[src/mrp_defs.svh]
// Purpose: constants of the root thread payload packer
// Assumes: one payload register is 256 bits, sixteen 16-bit words
// Notes: bit positions are relative to the dword or register named
`ifndef MRP_DEFS_SVH
`define MRP_DEFS_SVH
// ----------------------------------------------------------------
// Decode-mode payload
// ----------------------------------------------------------------
`define MRP_VLD_CTL_REG 8'h01
`define MRP_COEF_BASE 8'h02
`define MRP_REGS_PER_BLK 5'h04
`define MRP_DW0 0
`define MRP_DW2 64
`define MRP_B_REF_SEL 28
`define MRP_B_SECOND 27
`define MRP_B_MOTION 24
`define MRP_B_XFORM 21
`define MRP_B_BACK 18
`define MRP_B_FWD 17
`define MRP_B_INTRA 16
`define MRP_B_CODING 18
`define MRP_B_PIC 16
`define MRP_B_DCPREC 13
`define MRP_B_NOMISM 12
`define MRP_B_CBP 6
`define MRP_B_QTYPE 5
`define MRP_B_QCODE 0
`define MRP_P_PICTURE 2'h2
`define MRP_MK_FIELD 2'h1
`define MRP_MK_FRAME16 2'h2
// ----------------------------------------------------------------
// Inverse-transform payload
// ----------------------------------------------------------------
`define MRP_HDR_REG 8'h00
`define MRP_B_HANDLE 0
`define MRP_B_DID 16
`define MRP_B_SBMASK 60
`define MRP_B_COLOR 58
`define MRP_HAS_SB 1'b1
`define MRP_MV_REGS_32 8'h04
`define MRP_MV_REGS_16 8'h02
`define MRP_MV_BASE 8'h02
`define MRP_WO_REGS 8'h02
`define MRP_RES_LAST 8'h0d
`endif

[src/mrp_pkg.sv]
// Purpose: types shared by the payload packer modules
// Assumes: nothing beyond the constants header
// Notes: command fields arrive as one struct with its valid
package mrp_pkg;
	typedef enum logic [2:0] {
		MRP_IDLE = 3'h0,
		MRP_VLD_CTL = 3'h1,
		MRP_VLD_COEF = 3'h2,
		MRP_AVC = 3'h3,
		MRP_DONE = 3'h4
	} mrp_state_e;
	typedef enum logic [1:0] {
		MRP_PS_RSV = 2'h0,
		MRP_PS_TOP = 2'h1,
		MRP_PS_BOT = 2'h2,
		MRP_PS_FRAME = 2'h3
	} mrp_pic_e;
	typedef enum logic [1:0] {
		MRP_S_HDR = 2'h0,
		MRP_S_DATA = 2'h1,
		MRP_S_GAP = 2'h2
	} mrp_sect_e;
	typedef struct packed {
		logic [1:0] dc_prec;
		logic no_mismatch;
		logic [5:0] cbp;
		logic quantizer_scaling_type;
		logic [4:0] q_code;
		logic [3:0] reference_field_select;
		logic second_field_flag;
		logic [1:0] motion_kind;
		logic field_transform;
		logic backward;
		logic forward;
		logic intra;
		logic [1:0] pic_struct;
		logic [1:0] coding_type;
	} mrp_vld_s;
	typedef struct packed {
		logic [5:0] m;
		logic mv32;
		logic [5:0] p;
		logic [5:0] q;
		logic [15:0] handle;
		logic [7:0] thread_dependency_id;
		logic [3:0] sb_mask;
		logic [1:0] color;
	} mrp_avc_s;
	typedef struct packed {
		logic valid;
		logic avc;
		mrp_vld_s vld;
		mrp_avc_s av;
	} mrp_cmd_s;
	typedef struct packed {
		logic valid;
		logic [255:0] data;
	} mrp_beat_s;
	typedef struct packed {
		logic valid;
		logic [7:0][15:0] coef;
	} mrp_row_s;
	typedef struct packed {
		logic valid;
		logic last;
		logic [7:0] index;
		logic [255:0] data;
	} mrp_out_s;
	typedef struct packed {
		logic have_even;
		logic [7:0][15:0] even;
		logic in_ready;
		mrp_beat_s out;
	} mrp_pair_s;
	typedef struct packed {
		mrp_state_e state;
		logic avc;
		mrp_vld_s vld;
		mrp_avc_s av;
		logic [7:0] idx;
		logic [4:0] left;
		mrp_out_s out;
		logic cmd_ready;
		logic data_ready;
		logic coef_take;
		logic is_16x8;
		logic busy;
	} mrp_top_s;
endpackage

[src/mrp_packer.sv]
// Purpose: builds media root thread payload registers per macroblock
// Assumes: inputs synchronous to i_ref_clk; one command at a time
// Notes: one register leaves per handshake; gaps are sent as zeros
`timescale 1ns/10ps
`include "mrp_defs.svh"
// Behaviour
// - Intra DC precision in bits 14:13
// - Bit 12 disables mismatch control
// - Block presence mask in bits 11:6
// - Quantizer scaling type in bit 5
// - Quantizer scale code in bits 4:0
// - Reference field selects in bits 31:28
// - Second field bit, zero unless P field
// - Motion kind in bits 25:24
// - Transform type bit 21, zero without blocks
// - Backward vector flag in bit 18
// - Forward vector flag in bit 17
// - Intra flag bit 16; thread ignores mask
// - Coded blocks four registers each
// - Even row low words, odd row high
// - Header, constants, then in-line block
// - Vectors at m+2, four or two registers
// - Weight-offset pair at m+p+2, p>=n
// - Residual m+q+2 to m+q+13, q>=p+2
// - Dependency id in header bits 23:16
// - Return-buffer handle in header bits 15:0
// - Scoreboard mask 31:28 ANDed with i_ext_sb_mask
// - Dependency color in bits 27:26
// - Picture structure decides motion kind meaning
module mrp_packer (
	input wire logic i_ref_clk,
	input wire logic i_rst,
	input mrp_pkg::mrp_cmd_s i_cmd,
	output logic o_cmd_ready,
	input wire logic [3:0] i_ext_sb_mask,
	input mrp_pkg::mrp_row_s i_row,
	output logic o_row_ready,
	input mrp_pkg::mrp_beat_s i_data,
	output logic o_data_ready,
	output mrp_pkg::mrp_out_s o_out,
	input wire logic i_out_ready,
	output logic o_motion_16x8,
	output logic o_busy
);
	import mrp_pkg::*;
	mrp_top_s st_r;
	mrp_top_s st_nxt;
	mrp_beat_s coef_reg;
	logic free;

	// ----------------------------------------------------------------
	// Field assembly
	// ----------------------------------------------------------------
	function automatic logic [4:0] blk_regs(input logic [5:0] cbp);
		logic [4:0] n;
		n = 5'h00;
		for (int i = 0; i < 6; i++) begin
			n = n + {4'h0, cbp[i]};
		end
		blk_regs = n * `MRP_REGS_PER_BLK;
	endfunction

	function automatic logic [255:0] vld_ctl(input mrp_vld_s v);
		logic [31:0] w0;
		logic [31:0] w2;
		logic [255:0] r;
		w0 = 32'h0;
		w2 = 32'h0;
		r = 256'h0;
		w0[`MRP_B_REF_SEL +: 4] = v.reference_field_select;
		w0[`MRP_B_SECOND] = v.second_field_flag &&
			v.coding_type == `MRP_P_PICTURE &&
			v.motion_kind == `MRP_MK_FIELD;
		w0[`MRP_B_MOTION +: 2] = v.motion_kind;
		w0[`MRP_B_XFORM] = v.field_transform && (v.cbp != 6'h00);
		w0[`MRP_B_BACK] = v.backward;
		w0[`MRP_B_FWD] = v.forward;
		w0[`MRP_B_INTRA] = v.intra;
		w2[`MRP_B_CODING +: 2] = v.coding_type;
		w2[`MRP_B_PIC +: 2] = v.pic_struct;
		w2[`MRP_B_DCPREC +: 2] = v.dc_prec;
		w2[`MRP_B_NOMISM] = v.no_mismatch;
		// presence mask, luma 0 at top bit
		w2[`MRP_B_CBP +: 6] = v.cbp;
		w2[`MRP_B_QTYPE] = v.quantizer_scaling_type;
		w2[`MRP_B_QCODE +: 5] = v.q_code;
		r[`MRP_DW0 +: 32] = w0;
		r[`MRP_DW2 +: 32] = w2;
		vld_ctl = r;
	endfunction

	function automatic logic [255:0] avc_hdr(input mrp_avc_s a);
		logic [255:0] r;
		r = 256'h0;
		r[`MRP_B_HANDLE +: 16] = a.handle;
		r[`MRP_B_DID +: 8] = `MRP_HAS_SB ? a.thread_dependency_id : 8'h00;
		r[`MRP_B_SBMASK +: 4] = a.sb_mask;
		r[`MRP_B_COLOR +: 2] = a.color;
		avc_hdr = r;
	endfunction

	function automatic mrp_sect_e sect_of(input logic [7:0] r,
		input mrp_avc_s a);
		logic [7:0] m;
		logic [7:0] p;
		logic [7:0] q;
		logic [7:0] n;
		m = {2'h0, a.m};
		p = {2'h0, a.p};
		q = {2'h0, a.q};
		n = a.mv32 ? `MRP_MV_REGS_32 : `MRP_MV_REGS_16;
		sect_of = MRP_S_GAP;
		if (r == `MRP_HDR_REG) begin
			sect_of = MRP_S_HDR;
		end else if (r <= m + 8'h01) begin
			sect_of = MRP_S_DATA;
		end else if (r < m + `MRP_MV_BASE + n) begin
			sect_of = MRP_S_DATA;
		// pair at m+p+2; p below n would overlap
		end else if (r >= m + p + 8'h02 &&
			r < m + p + 8'h02 + `MRP_WO_REGS) begin
			sect_of = MRP_S_DATA;
		end else if (r >= m + q + 8'h02) begin
			sect_of = MRP_S_DATA;
		end
	endfunction

	// ----------------------------------------------------------------
	// Row pairing
	// ----------------------------------------------------------------
	mrp_row_pair u_pair (
		.i_ref_clk(i_ref_clk),
		.i_rst(i_rst),
		.i_row(i_row),
		.o_ready(o_row_ready),
		.o_reg(coef_reg),
		.i_take(st_r.coef_take)
	);

	// ----------------------------------------------------------------
	// Sequencer
	// ----------------------------------------------------------------
	always_comb begin
		st_nxt = st_r;
		free = !st_r.out.valid || i_out_ready;
		if (st_r.out.valid && i_out_ready) begin
			st_nxt.out.valid = 1'b0;
		end
		case (st_r.state)
			MRP_IDLE: begin
				st_nxt.cmd_ready = 1'b1;
				if (i_cmd.valid && st_r.cmd_ready) begin
					st_nxt.cmd_ready = 1'b0;
					st_nxt.avc = i_cmd.avc;
					st_nxt.vld = i_cmd.vld;
					st_nxt.av = i_cmd.av;
					st_nxt.av.sb_mask = i_cmd.av.sb_mask & i_ext_sb_mask;
					st_nxt.left = blk_regs(i_cmd.vld.cbp);
					// frame picture gives frame, else 16x8
					st_nxt.is_16x8 = !i_cmd.avc &&
						i_cmd.vld.motion_kind == `MRP_MK_FRAME16 &&
						i_cmd.vld.pic_struct != MRP_PS_FRAME;
					st_nxt.idx = i_cmd.avc ? `MRP_HDR_REG : `MRP_VLD_CTL_REG;
					st_nxt.state = i_cmd.avc ? MRP_AVC : MRP_VLD_CTL;
				end
			end
			MRP_VLD_CTL: begin
				if (free) begin
					st_nxt.out.valid = 1'b1;
					st_nxt.out.index = st_r.idx;
					st_nxt.out.data = vld_ctl(st_r.vld);
					st_nxt.out.last = (st_r.left == 5'h00);
					st_nxt.idx = `MRP_COEF_BASE;
					st_nxt.state = (st_r.left == 5'h00) ? MRP_DONE :
						MRP_VLD_COEF;
				end
			end
			MRP_VLD_COEF: begin
				st_nxt.coef_take = free;
				// only coded blocks, in arrival order
				if (st_r.coef_take && coef_reg.valid) begin
					st_nxt.coef_take = 1'b0;
					st_nxt.out.valid = 1'b1;
					st_nxt.out.index = st_r.idx;
					st_nxt.out.data = coef_reg.data;
					st_nxt.out.last = (st_r.left == 5'h01);
					st_nxt.idx = st_r.idx + 8'h01;
					st_nxt.left = st_r.left - 5'h01;
					if (st_r.left == 5'h01) begin
						st_nxt.state = MRP_DONE;
					end
				end
			end
			MRP_AVC: begin
				st_nxt.data_ready = 1'b0;
				case (sect_of(st_r.idx, st_r.av))
					MRP_S_HDR: begin
						if (free) begin
							st_nxt.out.valid = 1'b1;
							st_nxt.out.data = avc_hdr(st_r.av);
						end
					end
					MRP_S_DATA: begin
						st_nxt.data_ready = free && !st_r.data_ready;
						if (st_r.data_ready && i_data.valid) begin
							st_nxt.data_ready = 1'b0;
							st_nxt.out.valid = 1'b1;
							st_nxt.out.data = i_data.data;
						end
					end
					default: begin
						// Gaps go out as zeros to keep contents known
						if (free) begin
							st_nxt.out.valid = 1'b1;
							st_nxt.out.data = 256'h0;
						end
					end
				endcase
				if (st_nxt.out.valid && !st_r.out.valid ||
					st_nxt.out.valid && i_out_ready) begin
					st_nxt.out.index = st_r.idx;
					st_nxt.out.last = (st_r.idx ==
						{2'h0, st_r.av.m} + {2'h0, st_r.av.q} + `MRP_RES_LAST);
					st_nxt.idx = st_r.idx + 8'h01;
					if (st_nxt.out.last) begin
						st_nxt.state = MRP_DONE;
					end
				end
			end
			MRP_DONE: begin
				st_nxt.coef_take = 1'b0;
				st_nxt.data_ready = 1'b0;
				if (!st_nxt.out.valid) begin
					st_nxt.state = MRP_IDLE;
					st_nxt.cmd_ready = 1'b1;
				end
			end
			default: begin
				st_nxt.state = MRP_IDLE;
			end
		endcase
		st_nxt.busy = (st_nxt.state != MRP_IDLE);
	end

	always_ff @(posedge i_ref_clk) begin
		if (i_rst) begin
			st_r <= '0;
		end else begin
			st_r <= st_nxt;
		end
	end

	assign o_cmd_ready = st_r.cmd_ready;
	assign o_data_ready = st_r.data_ready;
	assign o_out = st_r.out;
	assign o_motion_16x8 = st_r.is_16x8;
	assign o_busy = st_r.busy;
endmodule

[src/mrp_row_pair.sv]
// Purpose: joins an even and an odd coefficient row into one register
// Assumes: rows arrive in order, even row first
// Notes: input ready drops while a packed register waits
`timescale 1ns/10ps
`include "mrp_defs.svh"
module mrp_row_pair (
	input wire logic i_ref_clk,
	input wire logic i_rst,
	input mrp_pkg::mrp_row_s i_row,
	output logic o_ready,
	output mrp_pkg::mrp_beat_s o_reg,
	input wire logic i_take
);
	import mrp_pkg::*;
	mrp_pair_s st_r;
	mrp_pair_s st_nxt;

	always_comb begin
		st_nxt = st_r;
		if (st_r.out.valid && i_take) begin
			st_nxt.out.valid = 1'b0;
		end
		if (i_row.valid && st_r.in_ready) begin
			if (!st_r.have_even) begin
				st_nxt.even = i_row.coef;
				st_nxt.have_even = 1'b1;
			end else begin
				st_nxt.out.data = {i_row.coef, st_r.even};
				st_nxt.out.valid = 1'b1;
				st_nxt.have_even = 1'b0;
			end
		end
		// Only one packed register is held, so stall the rows
		st_nxt.in_ready = !st_nxt.out.valid;
	end

	always_ff @(posedge i_ref_clk) begin
		if (i_rst) begin
			st_r <= '0;
		end else begin
			st_r <= st_nxt;
		end
	end

	assign o_ready = st_r.in_ready;
	assign o_reg = st_r.out;
endmodule

[config.mk]
export PLATFORM = sky130hd
export DESIGN_NAME = mrp_packer
export DESIGN_NICKNAME = d
export VERILOG_FILES = /design/src/mrp_pkg.sv /design/src/mrp_packer.sv /design/src/mrp_row_pair.sv
export VERILOG_INCLUDE_DIRS = /design/src
export SDC_FILE = /design/constraint.sdc
export NUM_CORES = 2
export LEC_CHECK = 0
export BUFFER_PORTS_ARGS = -buffer_cell sky130_fd_sc_hd__buf_2
export CAP_MARGIN = 20
export CORE_MARGIN = 2
export CORE_UTILIZATION = 30
export DETAILED_ROUTE_END_ITERATION = 7
export GPL_ROUTABILITY_DRIVEN = 0
export SETUP_SLACK_MARGIN = 0.5
export SLEW_MARGIN = 10
export SYNTH_ARGS = -nofsm -noshare
export SYNTH_HDL_FRONTEND = slang
export SYNTH_SLANG_ARGS = --single-unit
[constraint.sdc]
create_clock -name i_ref_clk -period 9.1 [get_ports i_ref_clk]
set_clock_uncertainty 0.1 [all_clocks]
set_input_delay 0 -clock i_ref_clk [delete_from_list [all_inputs] [get_ports i_ref_clk]]
set_output_delay 0 -clock i_ref_clk [all_outputs]
set_load 0.005 [all_outputs]
Word-level counts from Yosys, hierarchy flattened
Index checks and enable logic that the tools add are counted.
{ "totals": {"ff_bits": 754, "in_bits": 474, "out_inout_bits": 271, "word_cells": 176} }
{ "classes": {"add_sub_neg": 16, "n_lt_le_gt_ge": 5, "eq_ne": 19, "mux": 47, "bitwise_logic": 2, "reduce_logical": 40} }
{ "op_table": {"columns": ["cell", "n"], "rows": [
  ["one-hot mux 266 bit (3 select lines)", 1],
  ["2-to-1 mux 256 bit", 3],
  ["2-to-1 mux 257 bit", 2],
  ["one-hot mux 256 bit (2 select lines)", 1],
  ["2-to-1 mux 279 bit", 1],
  ["2-to-1 mux 266 bit", 1],
  ["2-to-1 mux 96 bit", 1],
  ["one-hot mux 8 bit (4 select lines)", 1],
  ["2-to-1 mux 3 bit", 8],
  ["adder 8 x 2 -> 8 bit (second input constant)", 2],
  ["greater-or-equal comparator 8 bit", 2],
  ["less-than comparator 8 bit", 2],
  ["2-to-1 mux 8 bit", 2],
  ["one-hot mux 3 bit (5 select lines)", 1],
  ["adder 6 x 6 -> 7 bit", 2],
  ["logical AND 1 bit", 14],
  ["2-to-1 mux 2 bit", 7],
  ["2-to-1 mux 1 bit", 13],
  ["inequality test 2 bit (second input constant)", 6],
  ["one-hot mux 5 bit (2 select lines)", 1],
  ["adder 3 x 1 -> 3 bit", 3],
  ["2-to-1 mux 9 bit", 1],
  ["adder 7 x 2 -> 8 bit (second input constant)", 1],
  ["adder 7 x 3 -> 8 bit", 1],
  ["other kinds (35)", 52]
]} }

Logic depth before layout (Yosys ltp)
{ "depth": {"ltp_word": 18, "mapped_depth": 23, "depth_no_buf": 19} }

Modules after synthesis
Synthesis repeated with hierarchy kept, for this count alone.
{ "hier_totals": {"hier_cells": 3925, "area_unflattened_um2": 36946.7} }
{ "modules_own_cells": {"columns": ["module", "n_inst", "cells_each", "area_per_inst_um2", "seq_area_each_um2"], "rows": [
  ["mrp_packer", 1, 2275, 19533.7, 7327.0],
  ["mrp_row_pair", 1, 1650, 17413.0, 7747.4]
]} }

Worst setup path after synthesis
No wires, ideal clock.
{ "synth_path": {"path_kind": "flip-flop to flip-flop", "start": "reg st_r[327] in the netlist's numbering", "end": "reg st_r (netlist bit o_out[237])", "arrival_time_ns": 4.296, "t_required_ns": 8.854, "slack_ns": 4.558, "stages_incl_launch_ff": 18, "path_buffers": 3, "cell_sequence": "dfxtp_1 -> ha_1 -> fa_1 -> and3_1 -> o21a_1 -> nor2_1 -> nand3_1 -> or3b_2 -> ha_1 -> nand4_1 -> o31ai_1 -> o21ai_1 -> a311oi_2 -> or2_1 -> buf_2 -> buf_6 -> buf_2 -> a211oi_2"} }
{ "synth_via": {"elab_chain_cells": 13, "elab_cells_between_ends": 28, "cone_classes": "8 x add/sub; 5 x order compare; 4 x eq/ne; 8 x mux; 3 x reduce/logical"} }
{ "synth_lines": {"columns": ["element", "line_no", "source"], "rows": [
  ["start, declared", "mrp_packer.sv:46", "mrp_top_s st_r;"],
  ["start signal, assigned", "mrp_packer.sv:249", "st_r <= st_nxt;"],
  ["adder 6 x 6 -> 7 bit", "mrp_packer.sv:120, mrp_packer.sv:121", null],
  ["adder 7 x 2 -> 8 bit", "mrp_packer.sv:120, mrp_packer.sv:121", null],
  ["adder 8 x 2 -> 8 bit (no source line)", null, null],
  ["less-than comparator 8 bit (no source line)", null, null],
  ["logical AND 1 bit (no source line)", null, null],
  ["2-to-1 mux 2 bit", "mrp_packer.sv:120", "end else if (r >= m + p + 8'h02 &&"],
  ["2-to-1 mux 2 bit", "mrp_packer.sv:117", "end else if (r < m + `MRP_MV_BASE + n) begin"],
  ["2-to-1 mux 2 bit (*)", "mrp_packer.sv:115", "end else if (r <= m + 8'h01) begin"],
  ["2-to-1 mux 2 bit (*)", "mrp_packer.sv:113", "if (r == `MRP_HDR_REG) begin"],
  ["2-to-1 mux 2 bit (*)", "mrp_packer.sv:149", "case (st_r.state)"],
  ["equality test 2 x 1 -> 1 bit or logical NOT 2 bit (tied branches)", "mrp_packer.sv:196", "case (sect_of(st_r.idx, st_r.av))"],
  ["one-hot mux 256 bit (2 select lines), or another cell as far along", "mrp_packer.sv:196", null],
  ["one-hot mux 266 bit (3 select lines) or AND reduction 6 bit (tied branches)", null, null]
]} }
Mark *: on every way between the ends. The rest lies on a longest branch, timed or not. The select of a mux whose other input is x is not followed.
A chain may end at the register's enable or synchronous reset.

Worst setup path after layout
{ "layout_path": {"start": "reg st_r[328] in the netlist's numbering", "end": "reg st_r (netlist bit o_out[33])"} }
Same word-level chain as after synthesis.

==> reports/qor.yml <==
global_routing:
  grt_pass1_wl_um: 203000
  grt_start_max_net_pins: 188
  first_global_vias: 32100
  grt_antenna_before_repair: 20
  grt-ovfl-total: 0
  grt_usage_pct: 22.7
route:
  drt-met1-wl_um: 59600
  route.met3.wl_um: 11600
  drc_errors: 7
  routed_wl_um: 138000
  ant_nets: 0
  wl_per_cell_um: 21.6
  maxUsedRoutingLayer: "met5"
  firstDrtPassIters: 8
  dr_total_vias: 33200
  via_per_inst: 5.19
  drt-initial-drc-count: 3437
  wl_met2_um: 60900
finish:
  seqCellArea_mm2: 0.0151
  fillers: 11100
  final_cell_mix: "nand2_1, dfxtp_1, buf_2, dlygate4sd3_1, a21oi_1"
  fin_util_pct: 40.4
  nets: 5348
  multiInputGateArea_mm2: 0.0155
  final_common_cell: "nand2_1"
  largest_reg_flops: 266
  final_cell_area_mm2: 0.0455
  area_growth_pct: 33.6
  drive_gt1_share_pct: 24.3
synthesis:
  syn-num-nets: 4525
  synthFlopType: "dfxtp_1"
  synth_area_leaders: "dfxtp_1, nand2_1, a211oi_2"
  syn_area_per_cell_um2: 8.56
  ys_seq_area_share_pct: 44.3
  async_reset_ff_share_pct: 0
  ys_ff_latch: 753
  mappedNetlistArea_mm2: 0.0340
  synth_top_area_cell: "dfxtp_1"
  synth.distinct_cells: 77
  synthCells: 3976
  ys_warn_count: 0
  synth_edf_count: 0
  synth.top_cell.area_share_pct: 44.3
hold_path:
  holdPathEnd: "u_pair.o_reg[163]"
  hold_path.class: "primary input to flop"
  hold_path_depth: 4
  hold_path.startpoint: "i_row[35]"
clock_network:
  clock_latency_ns: 0.67
  clock_path_buffers: 3
  cts_num_sinks: 753
  post_cts_buffers: 0
  cts_max_level: 3
  clkTransAtPathRegs_ns: 0.06
  cts_tree: "done"
  cts-root-buf: "clkbuf_16"
  cts_made_buffers: 88
worst_setup_path:
  critPathSlowestCell: "or2_4"
  worstPathMaxFanout: 79
  cp_data_required_time_ns: 9.51
  path_class: "flop to flop"
  rr_worst_depth: 19
  reg2reg_slack_ns: 2.77
  reg2reg_from: "st_r[328]"
  crit_arrival_ns: 6.74
  crit_path_max_incr_delay_ns: 0.89
  startpoint_type: "flop"
  crit_path_cell_trace: "inv_1, ha_1, inv_1, ha_1, fa_1, a21oi_1, nor2_1, nor2_1, nor2b_1, o21ai_0, ha_1, and4_1, a221o_1, o211a_1, o21ai_0, and3_4, or2_4, buf_12, a211oi_2"
  cpMostUsedCell: "ha_1"
  r2r_end: "o_out[33]"
  end_kind: "flop"
floorplanning:
  core_area_mm2: 0.112
  die_w_um: 341
  die-area_mm2: 0.116
  die_y_um: 341
  io_pins: 745
  initial_core_util_pct: 30.3
  num_rows: 123
placement:
  dp_hpwl_um: 89400
  port_buffers: 744
  place_area_mm2: 0.0366
timing:
  maxSlewViolCount: 0
  tightest_slew_ns: 1.17
  finalCritPeriodShare_pct: 69.6
  fin_tns_setup_ns: 0
  rsz0062_at_grt: "no"
  relSlewSlack_pct: 22.2
  fmax_mhz: 158
  layout_min_cycle_time_ns: 6.33
  setup-violations-final: 0
  final_hold_viol_count: 0
run_status:
  run_status: "finished, violations left"
  failed_checks: "design-rule violations"
flow_run:
  timing.max_cap.violations: 0
pwr:
  peakVddDrop_mv: 0.118
  p_leak_uw: 0.0168
  powerDensity_mw_per_mm2: 199
## cell families after synthesis
kind of cell             synth area share, %
AO/OA/AOI/OAI                           24.7
XOR/XNOR                               0.717
adder cells (fa/ha/maj)                 2.89
buffers and inverters                   10.5
flip-flops                              44.3
AND/OR/NAND/NOR                         16.9
## how the worst max path moves through the flow
stage,startpoint,end,slack [ns],cells after the start
2_1_floorplan,st_r[327],o_out[237],4.56,17
6_report,st_r[328],o_out[33],2.77,19
3_5_place_dp,st_r[328],o_out[195],2.81,18
3_3_place_gp,st_r[328],o_out[195],2.81,18
5_1_grt,st_r[328],o_out[33],2.35,18
4_1_cts,st_r[328],o_out[172],2.80,18
## per-stage QoR
stage	hold WS [ns]	setup WS, ns	cells	total power, uW
finish	0.0487	2.77	6393	9070
global route	0.0198	2.35	6389	9430
CTS	0.000140	2.80	6370	9130
detailed placement	0.149	2.81	5636	5140
global placement	0.142	2.81	5636	5110
floorplan	0.0360	4.56	3976	4780
## Yosys cell counts (6+ instances only)
library cell,instances
o31ai_1,6
a21o_1,7
xor2_1,14
nand2_1,960
dfxtp_1,753
a211oi_1,27
clkbuf_1,285
a211oi_2,231
inv_1,30
a22oi_1,201
nand3_1,33
ha_1,69
nor2_1,38
buf_1,12
o21ai_0,17
a21oi_1,508
fa_1,6
nand2b_1,10
a222oi_1,54
buf_6,14
xnor2_1,12
nor3_1,266
buf_4,270
a311oi_1,9
buf_2,35
nor2b_1,8
o21a_1,6
## what timing repair did
item                                    4_1_cts  5_1_grt
hold buffers                                573        0
hold endpoints to repair                    654        0
resized for setup                             0        0
endpoints found under the setup margin        0        0
## worst max-delay path: cells and delay by family (launching register included)
kind	cells	cell delay [ns]
AND/OR/NAND/NOR	6	2.10
AO/OA/AOI/OAI	6	1.44
adder cells (fa/ha/maj)	4	1.22
buffers and inverters	3	0.61
flip-flops	1	0.47
## layer usage
metal  GRT usage, %  up-vias
li1               -    15400
met1           30.8    15900
met2           34.2     1541
met3           5.01      354
met4           10.3        2
met5              0        -
## power by group
part / internal (uW) / switching (uW) / total (uW)
Combinational: 711 / 894 / 1610
Sequential: 3540 / 155 / 3690
Clock: 2210 / 1560 / 3770
Total: 6450 / 2610 / 9070
## layout make-up
type	count	area share (%)
antenna	23	0.127
multi-input combinational	2576	34.0
clock inverter	46	1.38
sequential	753	33.1
timing repair buffer	1349	21.6
inverter	31	0.256
clock buffer	115	5.38
tap	1500	4.13
(Power assumes the default switching activity.)
